## src/rtl/smts_params.svh

```systemverilog
// constants of the station mode and tributary setup interpreter
`ifndef SMTS_PARAMS_SVH
`define SMTS_PARAMS_SVH
`define SMTS_CMD_CONTROL 3'h1
`define SMTS_CMD_MODE 3'h2
`define SMTS_NSLOT 8
`define SMTS_SLOT_W 3
`define SMTS_CNT_W 16
`define SMTS_ROLE_P2P_LEG 2'h0
`define SMTS_ROLE_P2P 2'h1
`define SMTS_ROLE_CTRL 2'h2
`define SMTS_ROLE_TRIB 2'h3
`define SMTS_KEY_ESTABLISH 5'h01
`define SMTS_KEY_POLL 5'h02
`define SMTS_P2P_ADDR 8'h01
`define SMTS_POLL_IVL_RST 8'h04
`define SMTS_POLL_LVL_MAX 2'h3
`define SMTS_CNT_MSG_TX 3'h0
`define SMTS_CNT_MSG_RX 3'h1
`define SMTS_CNT_SEL_IVL 3'h2
`define SMTS_CNT_SEL_TMO 3'h3
`define SMTS_CNT_REPLY_TMO 3'h4
`define SMTS_CNT_DATA_ERR_OUT 3'h5
`define SMTS_CNT_DATA_ERR_IN 3'h6
`define SMTS_CNT_BUF_ERR 3'h7
`define SMTS_CLK_MHZ 25
`define SMTS_POLL_TICK_US 1000
`define SMTS_POLL_TICK_CYC (`SMTS_POLL_TICK_US * `SMTS_CLK_MHZ)
`endif

```

## src/rtl/smts_pkg.sv

```systemverilog
// types of the station mode and tributary setup interpreter
package smts_pkg;
    typedef enum logic [3:0] {
        ST_IDLE = 4'b0001,
        ST_GRANT = 4'b0010,
        ST_EXEC = 4'b0100,
        ST_CLR = 4'b1000
    } smts_state_e;

    typedef logic [7:0] smts_addr_t;

    // index of lowest set bit; zero when none set
    function automatic logic [2:0] smts_first_one(input logic [7:0] vec);
        logic [2:0] idx;
        idx = 3'h0;
        for (int i = 7; i >= 0; i--) begin
            if (vec[i]) begin
                idx = 3'(i);
            end
        end
        return idx;
    endfunction : smts_first_one
endpackage : smts_pkg

```

## src/rtl/smts_slot_mem.sv

```systemverilog
// counter memory of the tributary status slots, two registered read ports
`timescale 1ns/1ns
`include "smts_params.svh"
module smts_slot_mem (
    input wire logic clk, // controller clock
    input wire logic wr_en, // write strobe
    input wire logic [5:0] wr_addr, // slot and counter index
    input wire logic [15:0] wr_data, // value written
    input wire logic [5:0] rd_a_addr, // update port address
    output logic [15:0] rd_a_data, // update port data, registered
    input wire logic [5:0] rd_b_addr, // host port address
    output logic [15:0] rd_b_data // host port data, registered
);
    logic [15:0] mem [64];

    always_ff @(posedge clk) begin
        if (wr_en) begin
            mem[wr_addr] <= wr_data;
        end
        rd_a_data <= mem[rd_a_addr];
        rd_b_data <= mem[rd_b_addr];
    end
endmodule : smts_slot_mem

```

## src/rtl/smts_top.sv

```systemverilog
// station mode definition and tributary control command interpreter
`timescale 1ns/1ns
`include "smts_params.svh"
module smts_top #(
    parameter int unsigned POLL_TICK_CYCLES = `SMTS_POLL_TICK_CYC // poll time base
) (
    input wire logic clk, // controller clock
    input wire logic arst_n, // asynchronous reset, active low
    input wire logic master_clear, // master clear pulse
    input wire logic run_ind, // diagnostics passed, running
    input wire logic [7:0] initialization_byte, // bit 3 is diagnostic mode
    input wire logic input_request, // host asks for the ports
    input wire logic grant_release, // host clears input grant flag
    input wire logic [7:0] command_select_byte, // command type in bits 2:0
    input wire logic [15:0] command_parameter_word, // low byte is parameter byte
    input wire logic [7:0] tributary_addr_byte, // tributary address of command
    input wire logic [2:0] mode_switch, // mode selection switches
    input wire logic mode_switch_en, // mode comes from switches
    input wire logic trib_switch_en, // tributary address from switches
    input wire logic [7:0] trib_switch_addr, // switch tributary address
    input wire logic evt_valid, // line engine event strobe
    input wire logic [2:0] evt_slot, // slot of the event
    input wire logic [2:0] evt_kind, // counter selected by event
    input wire logic [2:0] stat_slot, // host read slot
    input wire logic [2:0] stat_loc, // host read counter
    output logic [15:0] stat_data, // counter value, registered
    output logic input_grant_flag, // host owns the ports
    output logic cmd_done, // command accepted pulse
    output logic cmd_error, // command refused pulse
    output logic full_duplex, // line characteristic
    output logic [1:0] station_role, // station role code
    output logic role_locked, // role set by command
    output logic [7:0] slot_valid, // established slots
    output logic poll_strobe, // poll a tributary pulse
    output logic [2:0] poll_slot // slot to poll
);
    localparam int NS = `SMTS_NSLOT;

    smts_pkg::smts_state_e state_ff, nxt_state;
    logic grant_ff, done_ff, err_ff, dup_ff, lock_ff, ovr_ff;
    logic [1:0] role_ff;
    logic [2:0] sw_prev_ff;
    logic [7:0] sel_ff, taddr_ff;
    logic [15:0] parm_ff;
    logic [2:0] clr_slot_ff, clr_idx_ff;
    logic evt_pend_ff;
    logic [5:0] evt_addr_ff;
    logic [14:0] tick_cnt_ff;
    logic tick_ff, pstb_ff;
    logic [2:0] pslot_ff;

    // command decode
    wire is_mode = sel_ff[2:0] == `SMTS_CMD_MODE;
    wire is_ctl = sel_ff[2:0] == `SMTS_CMD_CONTROL;
    wire [2:0] mode_code = parm_ff[2:0];
    wire [1:0] cmd_role = mode_code[2:1];
    wire diag_mode = initialization_byte[3];
    wire sw_changed = mode_switch != sw_prev_ff;
    // switches own the mode unless a diagnostic override stands
    wire sw_owns = mode_switch_en && !ovr_ff;
    wire mode_ok = (!mode_switch_en || diag_mode)
                   && (!lock_ff || cmd_role == role_ff);
    wire key_form = parm_ff[7:5] == 3'h0;
    wire [4:0] ctl_key = parm_ff[4:0];
    wire is_est = key_form && ctl_key == `SMTS_KEY_ESTABLISH;
    wire is_poll = key_form && ctl_key == `SMTS_KEY_POLL;
    wire [7:0] est_addr = (trib_switch_en && taddr_ff != 8'h00)
                          ? trib_switch_addr : taddr_ff;
    wire is_p2p = !role_ff[1];
    wire is_ctrl_stn = role_ff == `SMTS_ROLE_CTRL;

    logic [7:0] slot_v, slot_hit, due_v;
    wire [2:0] free_idx = smts_pkg::smts_first_one(~slot_v);
    wire [2:0] hit_idx = smts_pkg::smts_first_one(slot_hit);
    wire any_free = slot_v != 8'hff;
    wire any_hit = slot_hit != 8'h00;
    // point to point keeps one slot at address one
    wire p2p_bad = is_p2p && (est_addr != `SMTS_P2P_ADDR
                   || (slot_v != 8'h00 && !any_hit));
    wire est_bad = est_addr == 8'h00 || p2p_bad || (!any_hit && !any_free);
    wire exec = state_ff == smts_pkg::ST_EXEC;
    wire mode_take = exec && is_mode && mode_ok;
    wire est_take = exec && is_ctl && is_est && !est_bad && !any_hit;
    wire poll_take = exec && is_ctl && is_poll && is_ctrl_stn && any_hit;
    wire cmd_ok = mode_take || (exec && is_ctl && is_est && !est_bad) || poll_take;
    wire mc_clear = master_clear;

    // handshake sequencing
    always_comb begin
        nxt_state = state_ff;
        unique case (state_ff)
            smts_pkg::ST_IDLE: begin
                if (input_request && run_ind) begin
                    nxt_state = smts_pkg::ST_GRANT;
                end
            end
            smts_pkg::ST_GRANT: begin
                if (grant_release) begin
                    nxt_state = smts_pkg::ST_EXEC;
                end
            end
            smts_pkg::ST_EXEC: begin
                nxt_state = est_take ? smts_pkg::ST_CLR : smts_pkg::ST_IDLE;
            end
            smts_pkg::ST_CLR: begin
                if (clr_idx_ff == 3'h7) begin
                    nxt_state = smts_pkg::ST_IDLE;
                end
            end
            default: begin
                nxt_state = smts_pkg::ST_IDLE;
            end
        endcase
        if (mc_clear) begin
            nxt_state = smts_pkg::ST_IDLE;
        end
    end

    always_ff @(posedge clk or negedge arst_n) begin
        if (!arst_n) begin
            state_ff <= smts_pkg::ST_IDLE;
            grant_ff <= 1'b0;
            done_ff <= 1'b0;
            err_ff <= 1'b0;
        end else begin
            state_ff <= nxt_state;
            grant_ff <= nxt_state == smts_pkg::ST_GRANT;
            done_ff <= cmd_ok && !mc_clear;
            err_ff <= exec && !cmd_ok && !mc_clear;
        end
    end

    // ports sampled as the host hands them back
    always_ff @(posedge clk or negedge arst_n) begin
        if (!arst_n) begin
            sel_ff <= 8'h00;
            parm_ff <= 16'h0000;
            taddr_ff <= 8'h00;
        end else if (state_ff == smts_pkg::ST_GRANT && grant_release) begin
            sel_ff <= command_select_byte;
            parm_ff <= command_parameter_word;
            taddr_ff <= tributary_addr_byte;
        end
    end

    // station role and line characteristic
    always_ff @(posedge clk or negedge arst_n) begin
        if (!arst_n) begin
            role_ff <= `SMTS_ROLE_P2P_LEG;
            dup_ff <= 1'b0;
            lock_ff <= 1'b0;
            ovr_ff <= 1'b0;
            sw_prev_ff <= 3'h0;
        end else begin
            sw_prev_ff <= mode_switch;
            if (mc_clear || (sw_changed && mode_switch_en)) begin
                lock_ff <= 1'b0;
                ovr_ff <= 1'b0;
            end else if (mode_take) begin
                lock_ff <= 1'b1;
                ovr_ff <= mode_switch_en;
            end
            // a clear never disturbs a switch role
            if (mode_take && !mc_clear) begin
                role_ff <= cmd_role;
                dup_ff <= mode_code[0];
            end else if (sw_owns || (mode_switch_en && (mc_clear || sw_changed))) begin
                role_ff <= mode_switch[2:1];
                dup_ff <= mode_switch[0];
            end
        end
    end

    // counters of a fresh slot are zeroed one word a cycle
    always_ff @(posedge clk or negedge arst_n) begin
        if (!arst_n) begin
            clr_slot_ff <= 3'h0;
            clr_idx_ff <= 3'h0;
        end else if (est_take) begin
            clr_slot_ff <= free_idx;
            clr_idx_ff <= 3'h0;
        end else if (state_ff == smts_pkg::ST_CLR) begin
            clr_idx_ff <= clr_idx_ff + 3'h1;
        end
    end

    // counter update is read then write; events need a gap of one cycle
    wire evt_take = evt_valid && !evt_pend_ff && state_ff != smts_pkg::ST_CLR && !est_take
                    && slot_v[evt_slot];
    wire [15:0] cnt_rd;
    wire cnt_full = cnt_rd == 16'hffff;
    wire mem_we = state_ff == smts_pkg::ST_CLR || evt_pend_ff;
    wire [5:0] mem_wa = state_ff == smts_pkg::ST_CLR ? {clr_slot_ff, clr_idx_ff} : evt_addr_ff;
    // saturate so a busy line never wraps a count to zero
    wire [15:0] mem_wd = state_ff == smts_pkg::ST_CLR ? 16'h0000
                         : (cnt_full ? cnt_rd : cnt_rd + 16'h0001);

    always_ff @(posedge clk or negedge arst_n) begin
        if (!arst_n) begin
            evt_pend_ff <= 1'b0;
            evt_addr_ff <= 6'h00;
        end else begin
            evt_pend_ff <= evt_take;
            if (evt_take) begin
                evt_addr_ff <= {evt_slot, evt_kind};
            end
        end
    end

    smts_slot_mem u_mem (
        .clk(clk),
        .wr_en(mem_we),
        .wr_addr(mem_wa),
        .wr_data(mem_wd),
        .rd_a_addr({evt_slot, evt_kind}),
        .rd_a_data(cnt_rd),
        .rd_b_addr({stat_slot, stat_loc}),
        .rd_b_data(stat_data)
    );

    // poll time base
    wire tick_end = tick_cnt_ff == 15'(POLL_TICK_CYCLES - 1);
    always_ff @(posedge clk or negedge arst_n) begin
        if (!arst_n) begin
            tick_cnt_ff <= 15'h0000;
            tick_ff <= 1'b0;
        end else begin
            tick_cnt_ff <= tick_end ? 15'h0000 : tick_cnt_ff + 15'h0001;
            tick_ff <= tick_end;
        end
    end

    wire poll_run = is_ctrl_stn && run_ind;
    wire evt_now = evt_take && state_ff != smts_pkg::ST_CLR;

    for (genvar i = 0; i < NS; i++) begin : g_slot
        logic v_ff, due_ff;
        logic [7:0] addr_ff, ivl_ff;
        logic [1:0] lvl_ff;
        logic [10:0] cnt_ff;
        wire served = pstb_ff && pslot_ff == 3'(i);
        wire mine = evt_now && evt_slot == 3'(i);
        wire expire = poll_run && v_ff && tick_ff && cnt_ff == 11'h000;
        // quieter tributaries are polled less often
        wire [10:0] reload = 11'({3'h0, ivl_ff} << lvl_ff);
        assign slot_v[i] = v_ff;
        assign slot_hit[i] = v_ff && addr_ff == est_addr;
        assign due_v[i] = due_ff;
        always_ff @(posedge clk or negedge arst_n) begin
            if (!arst_n) begin
                v_ff <= 1'b0;
                addr_ff <= 8'h00;
                ivl_ff <= `SMTS_POLL_IVL_RST;
                lvl_ff <= 2'h0;
                cnt_ff <= 11'h000;
                due_ff <= 1'b0;
            end else if (mc_clear) begin
                v_ff <= 1'b0;
                due_ff <= 1'b0;
            end else begin
                if (est_take && free_idx == 3'(i)) begin
                    v_ff <= 1'b1;
                    addr_ff <= est_addr;
                    ivl_ff <= `SMTS_POLL_IVL_RST;
                    lvl_ff <= 2'h0;
                end else if (poll_take && hit_idx == 3'(i)) begin
                    ivl_ff <= parm_ff[15:8];
                end else if (mine && evt_kind == `SMTS_CNT_SEL_TMO
                             && lvl_ff != `SMTS_POLL_LVL_MAX) begin
                    lvl_ff <= lvl_ff + 2'h1;
                end else if (mine && evt_kind == `SMTS_CNT_MSG_RX) begin
                    lvl_ff <= 2'h0;
                end
                if (expire) begin
                    cnt_ff <= reload;
                end else if (tick_ff && cnt_ff != 11'h000) begin
                    cnt_ff <= cnt_ff - 11'h001;
                end
                due_ff <= expire || (due_ff && !served);
            end
        end
    end

    // lowest due slot wins; one poll every other cycle at most
    wire poll_go = due_v != 8'h00 && !pstb_ff && poll_run;
    always_ff @(posedge clk or negedge arst_n) begin
        if (!arst_n) begin
            pstb_ff <= 1'b0;
            pslot_ff <= 3'h0;
        end else begin
            pstb_ff <= poll_go;
            if (poll_go) begin
                pslot_ff <= smts_pkg::smts_first_one(due_v);
            end
        end
    end

    assign input_grant_flag = grant_ff;
    assign cmd_done = done_ff;
    assign cmd_error = err_ff;
    assign full_duplex = dup_ff;
    assign station_role = role_ff;
    assign role_locked = lock_ff;
    assign slot_valid = slot_v;
    assign poll_strobe = pstb_ff;
    assign poll_slot = pslot_ff;
endmodule : smts_top

```

## config.mk

```make
export PLATFORM = sky130hd
export DESIGN_NAME = smts_top
export DESIGN_NICKNAME = d
export VERILOG_FILES = /design/src/rtl/smts_pkg.sv /design/src/rtl/smts_slot_mem.sv /design/src/rtl/smts_top.sv
export VERILOG_INCLUDE_DIRS = /design/src /design/src/rtl
export SDC_FILE = /design/constraint.sdc
export NUM_CORES = 2
export LEC_CHECK = 0
export BUFFER_PORTS_ARGS = -buffer_cell sky130_fd_sc_hd__buf_2
export CAP_MARGIN = 25
export CORE_MARGIN = 2
export CORE_UTILIZATION = 55
export DETAILED_ROUTE_END_ITERATION = 10
export PLACE_DENSITY = 0.71
export SLEW_MARGIN = 20
export SYNTH_ARGS = -nofsm -noshare
export SYNTH_HDL_FRONTEND = slang
export SYNTH_SLANG_ARGS = --single-unit
```

## constraint.sdc

```tcl
create_clock -name clk -period 9.47 [get_ports clk]
set_clock_uncertainty 0.2 [all_clocks]
set_input_delay 1.894 -clock clk [delete_from_list [all_inputs] [get_ports clk]]
set_output_delay 1.894 -clock clk [all_outputs]
set_load 0.05 [all_outputs]
```

==> results.sh <==
export IMPL_status="completed"
export IMPL_async_flop_share_pct=23.4
export IMPL_portBuffers=94
export IMPL_gr_usage_all_layers_pct=29.5
export IMPL_p_sw_mw=3.42
export IMPL_synth_fa_ha_area_share_pct=0.376
export IMPL_final_hold_viol_count=0
export IMPL_cap_violations=0
export IMPL_finalSetupViolCount=0
export IMPL_pre_cts_ws_ns=2.11
export IMPL_wl_per_cell_um=30.4
export IMPL_clockRootBuffer="clkbuf_16"
export IMPL_wl_um=182000
export IMPL_final_layout_size_suffix_gt1_share_pct=29.5
export IMPL_grt_pass1_vias=40600
export IMPL_power_frac_comb_pct=10.4
export IMPL_io_pins=107
export IMPL_yosys_warnings=0
export IMPL_holdCritPathClass="reg -> reg"
export IMPL_antenna_found_initial=7
export IMPL_share_seq_of_total_power_pct=49.3
export IMPL_critPathKind="in -> reg"
export IMPL_drv_slew=0
export IMPL_grt_pass1_wl_um=267000
export IMPL_clock_sinks=1379
export IMPL_intPower_mw=10.3
export IMPL_critical_path_top_delay_family="simple AND/OR/NAND/NOR gates"
export IMPL_cp_num_buf_inv=2
export IMPL_ys_ff_latch=1379
export IMPL_cts_tree="yes"
export IMPL_die_h_um=352
export IMPL_postRouteAntennaNets=0
export IMPL_detail_route_first_pass_iterations=8
export IMPL_cpPeakStageDelay_ns=0.92
export IMPL_path_clk_slew_ns=0.06
export IMPL_h_tree_depth=4
export IMPL_ys_top_cells_by_area="edfxtp_1 46%, mux4_2 22%, dfrtp_1 12%"
export IMPL_critPathArrivalTime_ns=7.04
export IMPL_cp_data_required_time_ns=9.91
export IMPL_synth_top_family_by_area="multiplexers"
export IMPL_final_nets=4338
export IMPL_synthesis_area_um2=66600
export IMPL_syn_nets=4255
export IMPL_die_w_um=352
export IMPL_synth_compound_area_share_pct=5.20
export IMPL_slowest_stage="nor4bb_2"
export IMPL_fillers=8586
export IMPL_tns_ns=0
export IMPL_dp_hpwl_um=111000
export IMPL_period_needed_ns=6.59
export IMPL_syn_area_per_cell_um2=16.0
export IMPL_numCtsBuffers=145
export IMPL_synth_mux_area_fraction_pct=25.5
export IMPL_critPathCaptureType="flip-flop"
export IMPL_drt_iter0_drc=4903
export IMPL_worst_setup_path_start_kind="input pin"
export IMPL_clock_power_share_pct=40.3
export IMPL_floorplan_initialDensity_pct=55.5
export IMPL_path_cells="buf_2 -> mux2i_2 -> xnor2_1 -> o22ai_1 -> a21oi_1 -> or4b_1 -> nor4bb_2 -> and3_1 -> nand4_1 -> buf_4 -> nand2_1 -> o21ai_0"
export IMPL_postCtsSetupRepairBufs=0
export IMPL_synthXorXnorAreaFrac_pct=0.855
export IMPL_multiInputGateArea_um2=26000
export IMPL_setup_slack_ns=2.88
export IMPL_seqCellArea_um2=39500
export IMPL_yosys_area_top_type="edfxtp_1"
export IMPL_netlist_area_leader_share_pct=46.2
export IMPL_drc=0
export IMPL_clkLatencyLatePin_ns=0.79
export IMPL_avgViaCountPerCell=6.87
export IMPL_ys_types=85
export IMPL_globalplace_congestion=0.918
export IMPL_design_core_area_um2=120000
export IMPL_swShare_pct=24.9
export IMPL_synth_edf_count=1024
export IMPL_max_slew_worst_pin_slew_ns=1.01
export IMPL_peakVddDrop_mv=0.202
export IMPL_final_common_cell="edfxtp_1"
export IMPL_synth_simple_area_share_pct=6.67
export IMPL_grt_max_degree=130
export IMPL_postCtsHoldBufs=0
export IMPL_synth_seq_area_share_pct=59.3
export IMPL_placement_rows=127
export IMPL_p_leak_nw=25.3
export IMPL_crit_fanout=16
export IMPL_slew_headroom_pct=32.9
export IMPL_fin_crit_sh_pct=69.6
export IMPL_fmax_mhz=152
export IMPL_fp_dieArea_um2=124000
export IMPL_power_density_nw_per_um2=186
export IMPL_syn2layout_area_growth_pct=11.0
export IMPL_clockBufferDepth=3
export IMPL_ctsResizeCount=0
export IMPL_ys_flop_type="edfxtp_1"
export IMPL_vias=41100
export IMPL_grt_ovfl_total=0
export IMPL_final_cell_mix="1024 x edfxtp_1, 642 x mux4_2, 314 x dfrtp_1"
export IMPL_syn_inst=4163
export IMPL_rsz0062_at_grt="no"
-- cell usage after synthesis (11+ instances only) --
library cell,number
nand2b_1,23
clkbuf_1,200
a22oi_1,11
nor4b_1,18
o32a_1,11
inv_1,54
buf_2,15
a21o_1,23
o22ai_1,53
nand2_1,282
a21oi_1,146
or3_1,16
nor3_1,79
o31ai_1,13
a211oi_1,35
mux4_2,642
edfxtp_1,1024
o21ai_0,186
nand3_1,99
buf_1,63
dfrtp_1,314
dfxtp_1,32
and3_1,21
nor2_1,211
xor2_1,24
nor4_1,28
mux2i_1,144
nand4_1,25
nor2b_1,22
nand3b_1,23
mux2_2,87
ha_1,20
xnor2_1,41
a31oi_1,27
-- routing by layer --
layer / GRT usage (%) / wire, µm / part of all wire [%] / vias to the layer above
met4: 15.5 / 10200 / 5.6 / 4
li1: - / - / - / 17100
met3: 7.30 / 18700 / 10 / 467
met2: 46.5 / 87200 / 48 / 2329
met1: 38.1 / 65700 / 36 / 21200
met5: 0 / 26 / 0.014 / -
-- metrics by stage --
stage	std cells	hold WS (ns)	utilization, %	area, µm²	power, mW
floorplan	4163	0.233	-	66600	7.78
global placement	5708	0.244	57.8	69300	8.28
detailed placement	5709	0.250	57.8	69300	8.30
CTS	5974	0.258	61.6	73900	13.8
global route	5976	0.279	61.6	73900	14.1
finish	5978	0.255	61.6	73900	13.7
-- power by group through the flow --
stage / sequential, mW / clock [mW] / combinational, mW
floorplan: 6.93 / 0 / 0.849
global placement: 6.89 / 0 / 1.39
detailed placement: 6.89 / 0 / 1.41
CTS: 6.77 / 5.62 / 1.42
global route: 6.78 / 5.85 / 1.50
finish: 6.77 / 5.53 / 1.42
-- logic make-up (layout without fill, tap and decap cells) --
logic type | Yosys count | count (layout)
compound gates | 571 | 571
flops | 1379 | 1379
fa+ha+maj | 20 | 20
buf+inv | 345 | 546
simple gates | 902 | 902
other cells | 0 | 2
mux | 881 | 881
xor+xnor | 65 | 65
-- state kept, by name (all words and copies together), names as in the netlist, 8 cells and up --
| name | flops |
|---|---|
| u_mem.mem | 1024 |
| g_slot.cnt_ff | 88 |
| g_slot.addr_ff | 64 |
| u_mem.rd_a_data | 16 |
| u_mem.rd_b_data | 16 |
| g_slot.ivl_ff | 64 |
| tick_cnt_ff | 15 |
| taddr_ff | 8 |
| parm_ff | 16 |
| g_slot.v_ff | 8 |
| g_slot.lvl_ff | 16 |
| g_slot.due_ff | 8 |
-- worst paths after layout --
path / from / endpoint / slack (ns) / cells after the start
max: trib_switch_en / g_slot[2].addr_ff[5]$_DFFE_PN0P_ / 2.88 / 12
min: tick_cnt_ff[0]$_DFF_PN0_ / tick_cnt_ff[0]$_DFF_PN0_ / 0.26 / 1
max reg2reg: taddr_ff[0]$_DFFE_PN0P_ / g_slot[2].addr_ff[5]$_DFFE_PN0P_ / 3.32 / 11
min reg2reg: tick_cnt_ff[0]$_DFF_PN0_ / tick_cnt_ff[0]$_DFF_PN0_ / 0.26 / 1
max in group asynchronous: arst_n / g_slot[0].cnt_ff[5]$_DFFE_PN0P_ / 6.48 / 2
min in group asynchronous: arst_n / g_slot[2].addr_ff[0]$_DFFE_PN0P_ / 1.03 / 1
-- layout make-up --
class                   instances  area share, %
clock buffers                 195           5.41
multi-input cells            2439           35.2
repair buffers                226           2.16
clock inverters                70          0.784
diodes                          2        0.00677
flip-flops and latches       1379           53.4
well taps                    1612           2.73
inverters                      55          0.279
No activity file was read; power rests on OpenSTA's default activity.
